<file path="src/gex_pkg.sv">
// Purpose: shared constants for the spi gpio expander register block
// Assumes: eight pins, 8-bit registers, command byte msb first
// Notes: offsets are register selector values (command bits 6:1)
package gex_pkg;
  localparam int          PIN_W        = 8;
  localparam int          REG_CNT      = 11;
  localparam logic [5:0]  A_LEVEL      = 6'h00;
  localparam logic [5:0]  A_OUT        = 6'h01;
  localparam logic [5:0]  A_POL        = 6'h02;
  localparam logic [5:0]  A_DIR        = 6'h03;
  localparam logic [5:0]  A_PULL       = 6'h04;
  localparam logic [5:0]  A_IEN        = 6'h05;
  localparam logic [5:0]  A_HIZ        = 6'h06;
  localparam logic [5:0]  A_IPEND      = 6'h07;
  localparam logic [5:0]  A_RISE       = 6'h08;
  localparam logic [5:0]  A_FALL       = 6'h09;
  localparam logic [5:0]  A_FILT       = 6'h0a;
  localparam logic [7:0]  RST_ONES     = 8'hff;
  localparam logic [7:0]  RST_ZERO     = 8'h00;
  localparam int          CMD_RW_BIT   = 7;
  localparam int          CMD_SEL_HI   = 6;
  localparam int          CMD_SEL_LO   = 1;
  localparam logic [2:0]  BIT_LAST     = 3'h7;
  localparam int          CLK_MHZ      = 50;
  localparam int          FILT_NS      = 1075;
  // filter must exceed the time, so round up
  localparam int          FILT_CYC     = (FILT_NS * CLK_MHZ + 999) / 1000 + 1;
  localparam int          RSTN_NS      = 40;
  localparam int          RSTN_CYC     = (RSTN_NS * CLK_MHZ + 999) / 1000;
endpackage

</file>
<file path="src/gex_top.sv">
// Purpose: spi gpio expander register block with pin control and interrupt
// Assumes: spi mode 0 (sample rising, shift falling), link sampled by sys_clk_in
// Notes: pin rails and pull-ups are pad-side; this block drives enables only
// Behaviour
// (RULE1) all eight pins become inputs after power-up and every reset
// (RULE2) serial port is clock, chip select, data in, data out only
// (RULE3) master asserts chip select before clocking; frames only while selected
// (RULE4) master keeps serial clock at or below 26 MHz; this block needs each sclk level to last over one 50 MHz sys_clk_in period
// (RULE5) command byte arrives msb first, read/write flag first
// (RULE6) command bit 7 one means read, zero means write
// (RULE7) bits 6:1 select the register; bit 0 is ignored
// (RULE8) master returns serial clock low after the last transfer
// (RULE9) eleven 8-bit registers decoded at selectors 0x00 to 0x0a
// (RULE10) pin state and interrupt status are read-only, others read/write
// (RULE11) reset loads 0xff into output, direction, filter; zero elsewhere
// (RULE12) selector is command bits 6:1, address shifted up one bit
// (RULE13) writes to read-only or unknown selectors ignored; unknown reads zero
// (RULE14) direction bit zero makes an output, one an input; msb is pin 7
// (RULE15) pin state reads inputs (maybe inverted) and output values; read clears interrupt
// (RULE16) low pulse over 40 ns on hardware reset restores defaults
// (RULE17) interrupt pulls its open-drain line low while pending
`timescale 1ns/100ps
module gex_top #(
  parameter int FILT_CYC = gex_pkg::FILT_CYC  // input filter length in clocks
) (
  input  wire logic       sys_clk_in,       // system clock, 50 MHz
  input  wire logic       rst_in,           // sync reset, active high
  input  wire logic       hw_reset_n_in,    // hardware reset pin, active low
  input  wire logic       spi_sclk_in,      // serial clock from master
  input  wire logic       spi_cs_n_in,      // chip select, active low
  input  wire logic       spi_sdi_in,       // serial data into device
  output logic            spi_sdo_out,      // serial data out of device
  output logic            spi_sdo_oe_out,   // sdo driven while selected
  input  wire logic [7:0] expander_pins_in, // pin levels
  output logic      [7:0] expander_pins_out, // pin drive values
  output logic      [7:0] expander_pins_oe_out, // pin drive enables
  output logic      [7:0] pullup_en_out,    // pad pull-up enables
  output logic            irq_n_out,        // open-drain data, always low
  output logic            irq_n_oe_out      // high pulls the irq line low
);
  localparam int FW = $clog2(FILT_CYC + 1);
  initial begin
    if (FILT_CYC < 1) $error("FILT_CYC must be at least 1");
  end

  typedef enum logic [1:0] {ST_IDLE, ST_CMD, ST_DATA, ST_DONE} gex_ph_e;

  typedef struct packed {
    gex_ph_e     ph;
    logic        sclk_q;
    logic [2:0]  bitn;
    logic [7:0]  shin;
    logic [7:0]  shout;
    logic        rd;
    logic [5:0]  sel;
    logic [7:0]  out_lvl;
    logic [7:0]  pol;
    logic [7:0]  dir;
    logic [7:0]  pull;
    logic [7:0]  ien;
    logic [7:0]  hiz;
    logic [7:0]  ipend;
    logic [7:0]  rise;
    logic [7:0]  fall;
    logic [7:0]  filt;
    logic [7:0]  stable;
    logic [7:0]  ref_lvl;
    logic [7:0][FW-1:0] fcnt;
    logic [3:0]  rstn_cnt;
    logic        sdo;
  } gex_s;

  gex_s       st;
  gex_s       next_st;
  logic [2:0] s_link;
  logic [7:0] pin_s;
  logic       sclk_s;
  logic       cs_n_s;
  logic       cs_sel_s;
  logic       sdi_s;
  logic       hwr_n_s;

  // every asynchronous pin passes two flip-flops
  // active-low pins enter inverted so a cleared synchroniser reads as idle, not as select or reset
  gex_sync #(.W(3)) u_link_sync (
    .sys_clk_in (sys_clk_in),
    .rst_in     (rst_in),
    .async_in   ({spi_sclk_in, spi_sdi_in, ~hw_reset_n_in}),
    .sync_out   (s_link)
  );
  gex_sync #(.W(1)) u_cs_sync (
    .sys_clk_in (sys_clk_in),
    .rst_in     (rst_in),
    .async_in   (~spi_cs_n_in),
    .sync_out   (cs_sel_s)
  );
  gex_sync #(.W(8)) u_pin_sync (
    .sys_clk_in (sys_clk_in),
    .rst_in     (rst_in),
    .async_in   (expander_pins_in),
    .sync_out   (pin_s)
  );
  assign sclk_s  = s_link[2];
  assign sdi_s   = s_link[1];
  assign hwr_n_s = ~s_link[0];
  assign cs_n_s  = ~cs_sel_s;

  // next-state logic for link, registers, filter and interrupts
  always_comb begin
    logic [7:0] lvl_view;
    logic [7:0] rd_val;
    logic [7:0] rose;
    logic [7:0] fell;
    logic [7:0] hit;
    logic [7:0] byte_in;
    logic       rise_e;
    logic       fall_e;
    logic       gsr_rd;
    lvl_view = '0;
    rd_val   = '0;
    rose     = '0;
    fell     = '0;
    hit      = '0;
    byte_in  = '0;
    gsr_rd   = 1'b0;
    next_st  = st;
    next_st.sclk_q = sclk_s;
    rise_e = sclk_s & ~st.sclk_q;
    fall_e = ~sclk_s & st.sclk_q;

    // input filter: a change must hold FILT_CYC clocks when enabled
    for (int i = 0; i < gex_pkg::PIN_W; i++) begin
      if (!st.filt[i]) begin
        next_st.stable[i] = pin_s[i];
        next_st.fcnt[i]   = '0;
      end else if (pin_s[i] == st.stable[i]) begin
        next_st.fcnt[i] = '0;
      end else if (st.fcnt[i] == FW'(FILT_CYC - 1)) begin
        next_st.stable[i] = pin_s[i];
        next_st.fcnt[i]   = '0;
      end else begin
        next_st.fcnt[i] = st.fcnt[i] + FW'(1);
      end
    end

    // pin state view: input inverted where pol bit set, or last written output
    for (int i = 0; i < gex_pkg::PIN_W; i++) begin
      lvl_view[i] = st.dir[i] ? (st.stable[i] ^ st.pol[i]) : st.out_lvl[i]; // RULE15 RULE14
    end

    // read mux on the selector completing with this rise; unknown selectors read zero
    byte_in = {st.shin[6:0], sdi_s}; // RULE5
    unique case (byte_in[gex_pkg::CMD_SEL_HI:gex_pkg::CMD_SEL_LO])
      gex_pkg::A_LEVEL: rd_val = lvl_view;
      gex_pkg::A_OUT:   rd_val = st.out_lvl;
      gex_pkg::A_POL:   rd_val = st.pol;
      gex_pkg::A_DIR:   rd_val = st.dir;
      gex_pkg::A_PULL:  rd_val = st.pull;
      gex_pkg::A_IEN:   rd_val = st.ien;
      gex_pkg::A_HIZ:   rd_val = st.hiz;
      gex_pkg::A_IPEND: rd_val = st.ipend;
      gex_pkg::A_RISE:  rd_val = st.rise;
      gex_pkg::A_FALL:  rd_val = st.fall;
      gex_pkg::A_FILT:  rd_val = st.filt;
      default:          rd_val = '0; // RULE13 RULE9
    endcase

    // serial engine, mode 0, msb first
    unique case (st.ph)
      ST_IDLE: begin
        next_st.bitn = '0;
        if (!cs_n_s) begin
          next_st.ph = ST_CMD; // RULE3
        end
      end
      ST_CMD, ST_DATA: begin
        if (rise_e) begin
          next_st.shin = byte_in;
          next_st.bitn = st.bitn + 3'h1;
          if (st.bitn == gex_pkg::BIT_LAST) begin
            if (st.ph == ST_CMD) begin
              next_st.rd  = byte_in[gex_pkg::CMD_RW_BIT]; // RULE6
              next_st.sel = byte_in[gex_pkg::CMD_SEL_HI:gex_pkg::CMD_SEL_LO]; // RULE7 RULE12
              next_st.ph  = ST_DATA;
            end else begin
              next_st.ph = ST_DONE;
              if (!st.rd) begin
                unique case (st.sel)
                  gex_pkg::A_OUT:  next_st.out_lvl = byte_in;
                  gex_pkg::A_POL:  next_st.pol     = byte_in;
                  gex_pkg::A_DIR:  next_st.dir     = byte_in;
                  gex_pkg::A_PULL: next_st.pull    = byte_in;
                  gex_pkg::A_IEN:  next_st.ien     = byte_in;
                  gex_pkg::A_HIZ:  next_st.hiz     = byte_in;
                  gex_pkg::A_RISE: next_st.rise    = byte_in;
                  gex_pkg::A_FALL: next_st.fall    = byte_in;
                  gex_pkg::A_FILT: next_st.filt    = byte_in;
                  default: ; // RULE10 RULE13
                endcase
              end else if (st.sel == gex_pkg::A_LEVEL) begin
                gsr_rd = 1'b1;
              end
            end
          end
        end
        // load read data once the command is known, shift on falling edges
        if (st.ph == ST_CMD && next_st.ph == ST_DATA) begin
          next_st.shout = next_st.rd ? rd_val : '0;
        end else if (fall_e && st.ph == ST_DATA && st.bitn != '0) begin
          next_st.shout = {st.shout[6:0], 1'b0};
        end
        if (cs_n_s) begin
          next_st.ph = ST_IDLE; // RULE3
        end
      end
      ST_DONE: begin
        if (cs_n_s) begin
          next_st.ph = ST_IDLE; // RULE8
        end
      end
    endcase
    next_st.sdo = next_st.shout[7];

    // edge detect on filtered level; only inputs with enable raise a flag
    rose = next_st.stable & ~st.stable;
    fell = ~next_st.stable & st.stable;
    for (int i = 0; i < gex_pkg::PIN_W; i++) begin
      if (st.rise[i] | st.fall[i]) begin
        hit[i] = (rose[i] & st.rise[i]) | (fell[i] & st.fall[i]);
      end else begin
        hit[i] = rose[i] | fell[i];
      end
      hit[i] = hit[i] & st.dir[i] & st.ien[i];
    end
    // both-edge mode (rise and fall bits both zero) also clears when level returns to the last-read state
    for (int i = 0; i < gex_pkg::PIN_W; i++) begin
      if (!st.rise[i] && !st.fall[i] && next_st.stable[i] == st.ref_lvl[i]) begin
        next_st.ipend[i] = 1'b0;
      end
    end
    if (gsr_rd) begin
      next_st.ipend   = '0; // RULE15
      next_st.ref_lvl = next_st.stable;
    end
    next_st.ipend = next_st.ipend | hit; // set wins over clear

    // hardware reset pin: low longer than 40 ns restores defaults
    if (hwr_n_s) begin
      next_st.rstn_cnt = '0;
    end else if (st.rstn_cnt != 4'(gex_pkg::RSTN_CYC)) begin
      next_st.rstn_cnt = st.rstn_cnt + 4'h1;
    end
    if (st.rstn_cnt == 4'(gex_pkg::RSTN_CYC)) begin
      next_st.out_lvl = gex_pkg::RST_ONES; // RULE16 RULE11
      next_st.dir     = gex_pkg::RST_ONES; // RULE1
      next_st.filt    = gex_pkg::RST_ONES;
      next_st.pol     = gex_pkg::RST_ZERO;
      next_st.pull    = gex_pkg::RST_ZERO;
      next_st.ien     = gex_pkg::RST_ZERO;
      next_st.hiz     = gex_pkg::RST_ZERO;
      next_st.ipend   = gex_pkg::RST_ZERO;
      next_st.rise    = gex_pkg::RST_ZERO;
      next_st.fall    = gex_pkg::RST_ZERO;
    end
  end

  // state register with synchronous reset
  always_ff @(posedge sys_clk_in) begin
    if (rst_in) begin
      st         <= '0;
      st.ph      <= ST_IDLE;
      st.out_lvl <= gex_pkg::RST_ONES; // RULE11
      st.dir     <= gex_pkg::RST_ONES; // RULE1
      st.filt    <= gex_pkg::RST_ONES;
    end else begin
      st <= next_st;
    end
  end

  // pin drivers: output when direction bit is zero and not three-stated
  assign expander_pins_out    = st.out_lvl;
  assign expander_pins_oe_out = ~st.dir & ~st.hiz; // RULE14
  assign pullup_en_out        = st.pull & st.dir;
  assign spi_sdo_out          = st.sdo;
  assign spi_sdo_oe_out       = ~cs_n_s; // RULE2
  assign irq_n_out            = 1'b0;
  assign irq_n_oe_out         = |st.ipend; // RULE17
endmodule // gex_top

</file>
<file path="src/gex_sync.sv">
// Purpose: two flip-flop synchroniser for a group of pin inputs
// Assumes: inputs are asynchronous to sys_clk_in
// Notes: first stage is read only by the second
`timescale 1ns/100ps
module gex_sync #(
  parameter int W = 1
) (
  input  wire logic         sys_clk_in,  // system clock
  input  wire logic         rst_in,      // sync reset, active high
  input  wire logic [W-1:0] async_in,    // raw pins
  output logic      [W-1:0] sync_out     // synchronised pins
);
  typedef struct packed {
    logic [W-1:0] s1;
    logic [W-1:0] s2;
  } gex_sync_s;
  gex_sync_s st;
  gex_sync_s next_st;

  // shift through two stages
  always_comb begin
    next_st.s1 = async_in;
    next_st.s2 = st.s1;
  end

  always_ff @(posedge sys_clk_in) begin
    if (rst_in) begin
      st <= '0;
    end else begin
      st <= next_st;
    end
  end

  assign sync_out = st.s2;
endmodule // gex_sync

</file>
<file path="config.mk">
export PLATFORM = sky130hd
export DESIGN_NAME = gex_top
export DESIGN_NICKNAME = d
export VERILOG_FILES = /design/src/gex_pkg.sv /design/src/gex_top.sv /design/src/gex_sync.sv
export SDC_FILE = /design/constraint.sdc
export NUM_CORES = 1
export LEC_CHECK = 0
export BUFFER_PORTS_ARGS = -buffer_cell sky130_fd_sc_hd__buf_2
export CAP_MARGIN = 15
export CORE_MARGIN = 8
export CORE_UTILIZATION = 40
export CTS_CLUSTER_SIZE = 16
export DETAILED_ROUTE_END_ITERATION = 16
export PLACE_DENSITY_LB_ADDON = 0.05
export SLEW_MARGIN = 40
export SYNTH_ARGS = -nofsm -noshare
export SYNTH_HDL_FRONTEND = slang
export SYNTH_SLANG_ARGS = --single-unit
</file>
<file path="constraint.sdc">
create_clock -name sys_clk_in -period 2.1 [get_ports sys_clk_in]
set_input_delay 0.315 -clock sys_clk_in [delete_from_list [all_inputs] [get_ports sys_clk_in]]
set_output_delay 0.315 -clock sys_clk_in [all_outputs]
set_load 0.01 [all_outputs]
</file>
==> impl_metrics.py <==
metrics = {
    "grt": {
        "grt.total_usage": 0.177,
        "grt_max_degree": 57,
        "overflow": 0,
        "grt_pass1_vias": 7039,
        "antenna_found_initial": 0,
        "grt_first_pass_wirelength_um": 39500,
    },
    "floorplanning": {
        "row_count": 56,
        "core_area_um2": 23200,
        "ioPinCount": 42,
        "dieArea_um2": 28500,
        "initial_utilization": 0.403,
        "die_w_um": 169,
        "die_h_um": 169,
    },
    "power_and_ir_drop": {
        "p_leak_nw": 4.41,
        "p_per_area_nw_per_um2": 643,
        "p_int_mw": 5.45,
        "netSwitchingFraction": 0.240,
        "p_comb_frac": 0.029,
        "ir_drop_mv": 0.569,
        "power.total_mw": 7.17,
        "clockPowerShare": 0.435,
        "seq_power_share": 0.536,
        "power.switching_mw": 1.72,
    },
    "logic_synthesis": {
        "synth_most_common_cell": "dfxtp_1",
        "ys_seq_area_frac": 0.429,
        "ys_warn_count": 0,
        "synth_ff_type": "dfxtp_1",
        "synth_async_sr_flop_share": 0,
        "synth_common_cells": "dfxtp_1, nor2_1, nand2_1, a21oi_1, nand3_1",
        "yosysTopAreaCellShare": 0.429,
        "syn-num-nets": 1106,
        "synth_area_um2": 9340,
        "syn_avg_cell_area_um2": 8.88,
        "synth_top_area_cell": "dfxtp_1",
        "synthTopCellsByArea": "dfxtp_1, ha_1, nor2_1, mux2i_1, nand2_1",
        "synth-edff-count": 0,
        "ys_seq_elements": 200,
        "synth_cells": 1051,
        "synthDistinctLibCells": 59,
    },
    "worst_setup_path": {
        "worstSetupStartpointType": "flip-flop",
        "cp-end-kind": "flip-flop",
        "critPathMaxFanout": 3,
        "crit_type": "reg2reg",
        "cp.arrival_ns": 2.38,
        "crit_required_ns": 2.44,
    },
    "sta": {
        "worst_pin_slew_ns": 0.701,
        "drv_slew": 0,
        "fin_crit_sh": 0.969,
        "final-hold-violation-count": 0,
        "setup_viol": 0,
        "skew_ns": 0.0101,
        "period_minus_slack_ns": 2.03,
        "slew_headroom": 0.533,
        "rsz0062_at_grt": "yes",
        "fin_hold_ws_ns": 0.0858,
        "fmax_ghz": 0.492,
    },
    "clocking": {
        "clock_path_buffers": 2,
        "cts_tree": "built",
        "cts_buffers": 17,
        "root_buffer": "clkbuf_16",
        "clk_pin_slew_ns": 0.08,
        "htree_num_levels": 4,
        "clock_latency_ns": 0.43,
        "numClockSinks": 200,
    },
    "layout": {
        "seqCellArea_um2": 4020,
        "multi_input_area_um2": 5170,
        "utilization": 0.481,
        "nFillCells": 2229,
        "drive_above_1_share": 0.207,
        "area_growth_pct": 19.4,
        "final_cells": 1457,
        "nNetsFinal": 1181,
        "insertedDiodeCount": 0,
    },
    "routing": {
        "drt-initial-drc-count": 524,
        "dr_total_vias": 7525,
        "wl_per_cell_um": 17.3,
        "ant_nets": 0,
        "drt-pass1-iter-count": 7,
        "vias_per_cell": 5.16,
        "drc": 0,
        "wl_um": 25200,
    },
    "outcome": {
        "status": "complete, no violations",
    },
    "hold_path": {
        "holdCritPathClass": "in2reg",
    },
    "placed_design": {
        "hpwl_um": 18400,
        "place_inst": 1416,
        "io_buffers": 40,
        "place.gp.congestion": 0.825,
    },
    "job": {
        "drv_cap": 0,
    },
}
==> cell type report <==
class,count,area share
clock buffers,18,0.0385
clock inverters,13,0.00999
inverters,39,0.0131
multi-input cells,749,0.463
flip-flops and latches,200,0.360
well taps,319,0.0358
repair buffers,119,0.0787
==> final timing paths <==
kind | from | end | slack, ns | depth (start not counted)
worst max-delay path | st[47]$_SDFF_PP0_ | st[100]$_SDFF_PP0_ | 0.07 | 10
worst min-delay path | spi_sclk_in | u_link_sync.next_st[2]$_SDFF_PP0_ | 0.09 | 2
worst max register to register | st[47]$_SDFF_PP0_ | st[100]$_SDFF_PP0_ | 0.07 | 10
worst min register to register | u_pin_sync.next_st[1]$_SDFF_PP0_ | u_pin_sync.sync_out[1]$_SDFF_PP0_ | 0.44 | 1
==> routing by layer <==
metal / wire [um] / vias up / GRT usage
met1: 12200 / 3556 / 0.245
met5: 0 / - / 0
met4: 380 / 0 / 0.0435
li1: - / 3768 / -
met3: 1330 / 22 / 0.0396
met2: 11400 / 179 / 0.274
==> kinds of logic (layout without fill, tap and decap cells) <==
family	Yosys count	in the layout	share of synthesized area
AND/OR/NAND/NOR	431	431	0.227
flip-flops	200	200	0.429
AO/OA/AOI/OAI	160	160	0.113
buffers and inverters	102	189	0.0468
multiplexers	61	61	0.0771
XOR/XNOR	55	55	0.0516
adder cells (fa/ha/maj)	41	41	0.0550
other	1	1	0.000402
==> timing repair <==
item / CTS / global route
hold buffers: 2 / 0
hold endpoints to repair: 2 / 0
pin swaps: 9 / 25
gates resized for setup: 14 / 51
setup buffers: 3 / 5
setup endpoints to repair: 20 / 85
==> worst max-delay path: stages (launching register included) <==
cell and delay, ns:
dfxtp_2 0.33, inv_2 0.06, ha_4 0.13, nand2_4 0.05, o31ai_4 0.23, mux2i_2 0.30, ha_1 0.29, nor3_2 0.15
a221oi_2 0.06, a2bb2oi_1 0.14, a211oi_1 0.22
==> through the flow <==
step	area, um2	setup TNS (ns)	setup slack, ns
4_1_cts	10900	0	0.00767
3_3_place_gp	10300	-0.0691	-0.0234
5_1_grt	11100	-0.230	-0.0708
3_5_place_dp	10300	-0.241	-0.0965
2_1_floorplan	9350	0	0.0214
6_report	11100	0	0.0660
==> power groups by stage <==
stage	clock network [mW]	registers, mW	logic [mW]
floorplan	0	3.92	0.132
global placement	0	3.93	0.207
detailed placement	0	3.93	0.206
CTS	3.22	3.84	0.212
global route	3.36	3.84	0.233
finish	3.12	3.84	0.209
==> flip-flops by register name, indices dropped and copies added, names as in the netlist <==
register	flops
st	168
expander_pins_out	8
u_pin_sync.next_st	8
u_pin_sync.sync_out	8
u_link_sync.next_st	3
u_link_sync.sync_out	3
u_cs_sync.next_st	1
u_cs_sync.sync_out	1
==> cell usage in the layout, fill, tap and decap left out, drive strengths merged, types with 29 or more instances in the layout <==
cell   Yosys  layout
dfxtp    200     200
xnor2     29      29
inv       39      46
nor2b     30      30
buf       30     117
mux2i     46      46
nand2    120     120
ha        41      41
nand3     50      50
nor2     126     126
a21oi     55      55
(Power assumes the default switching activity.)
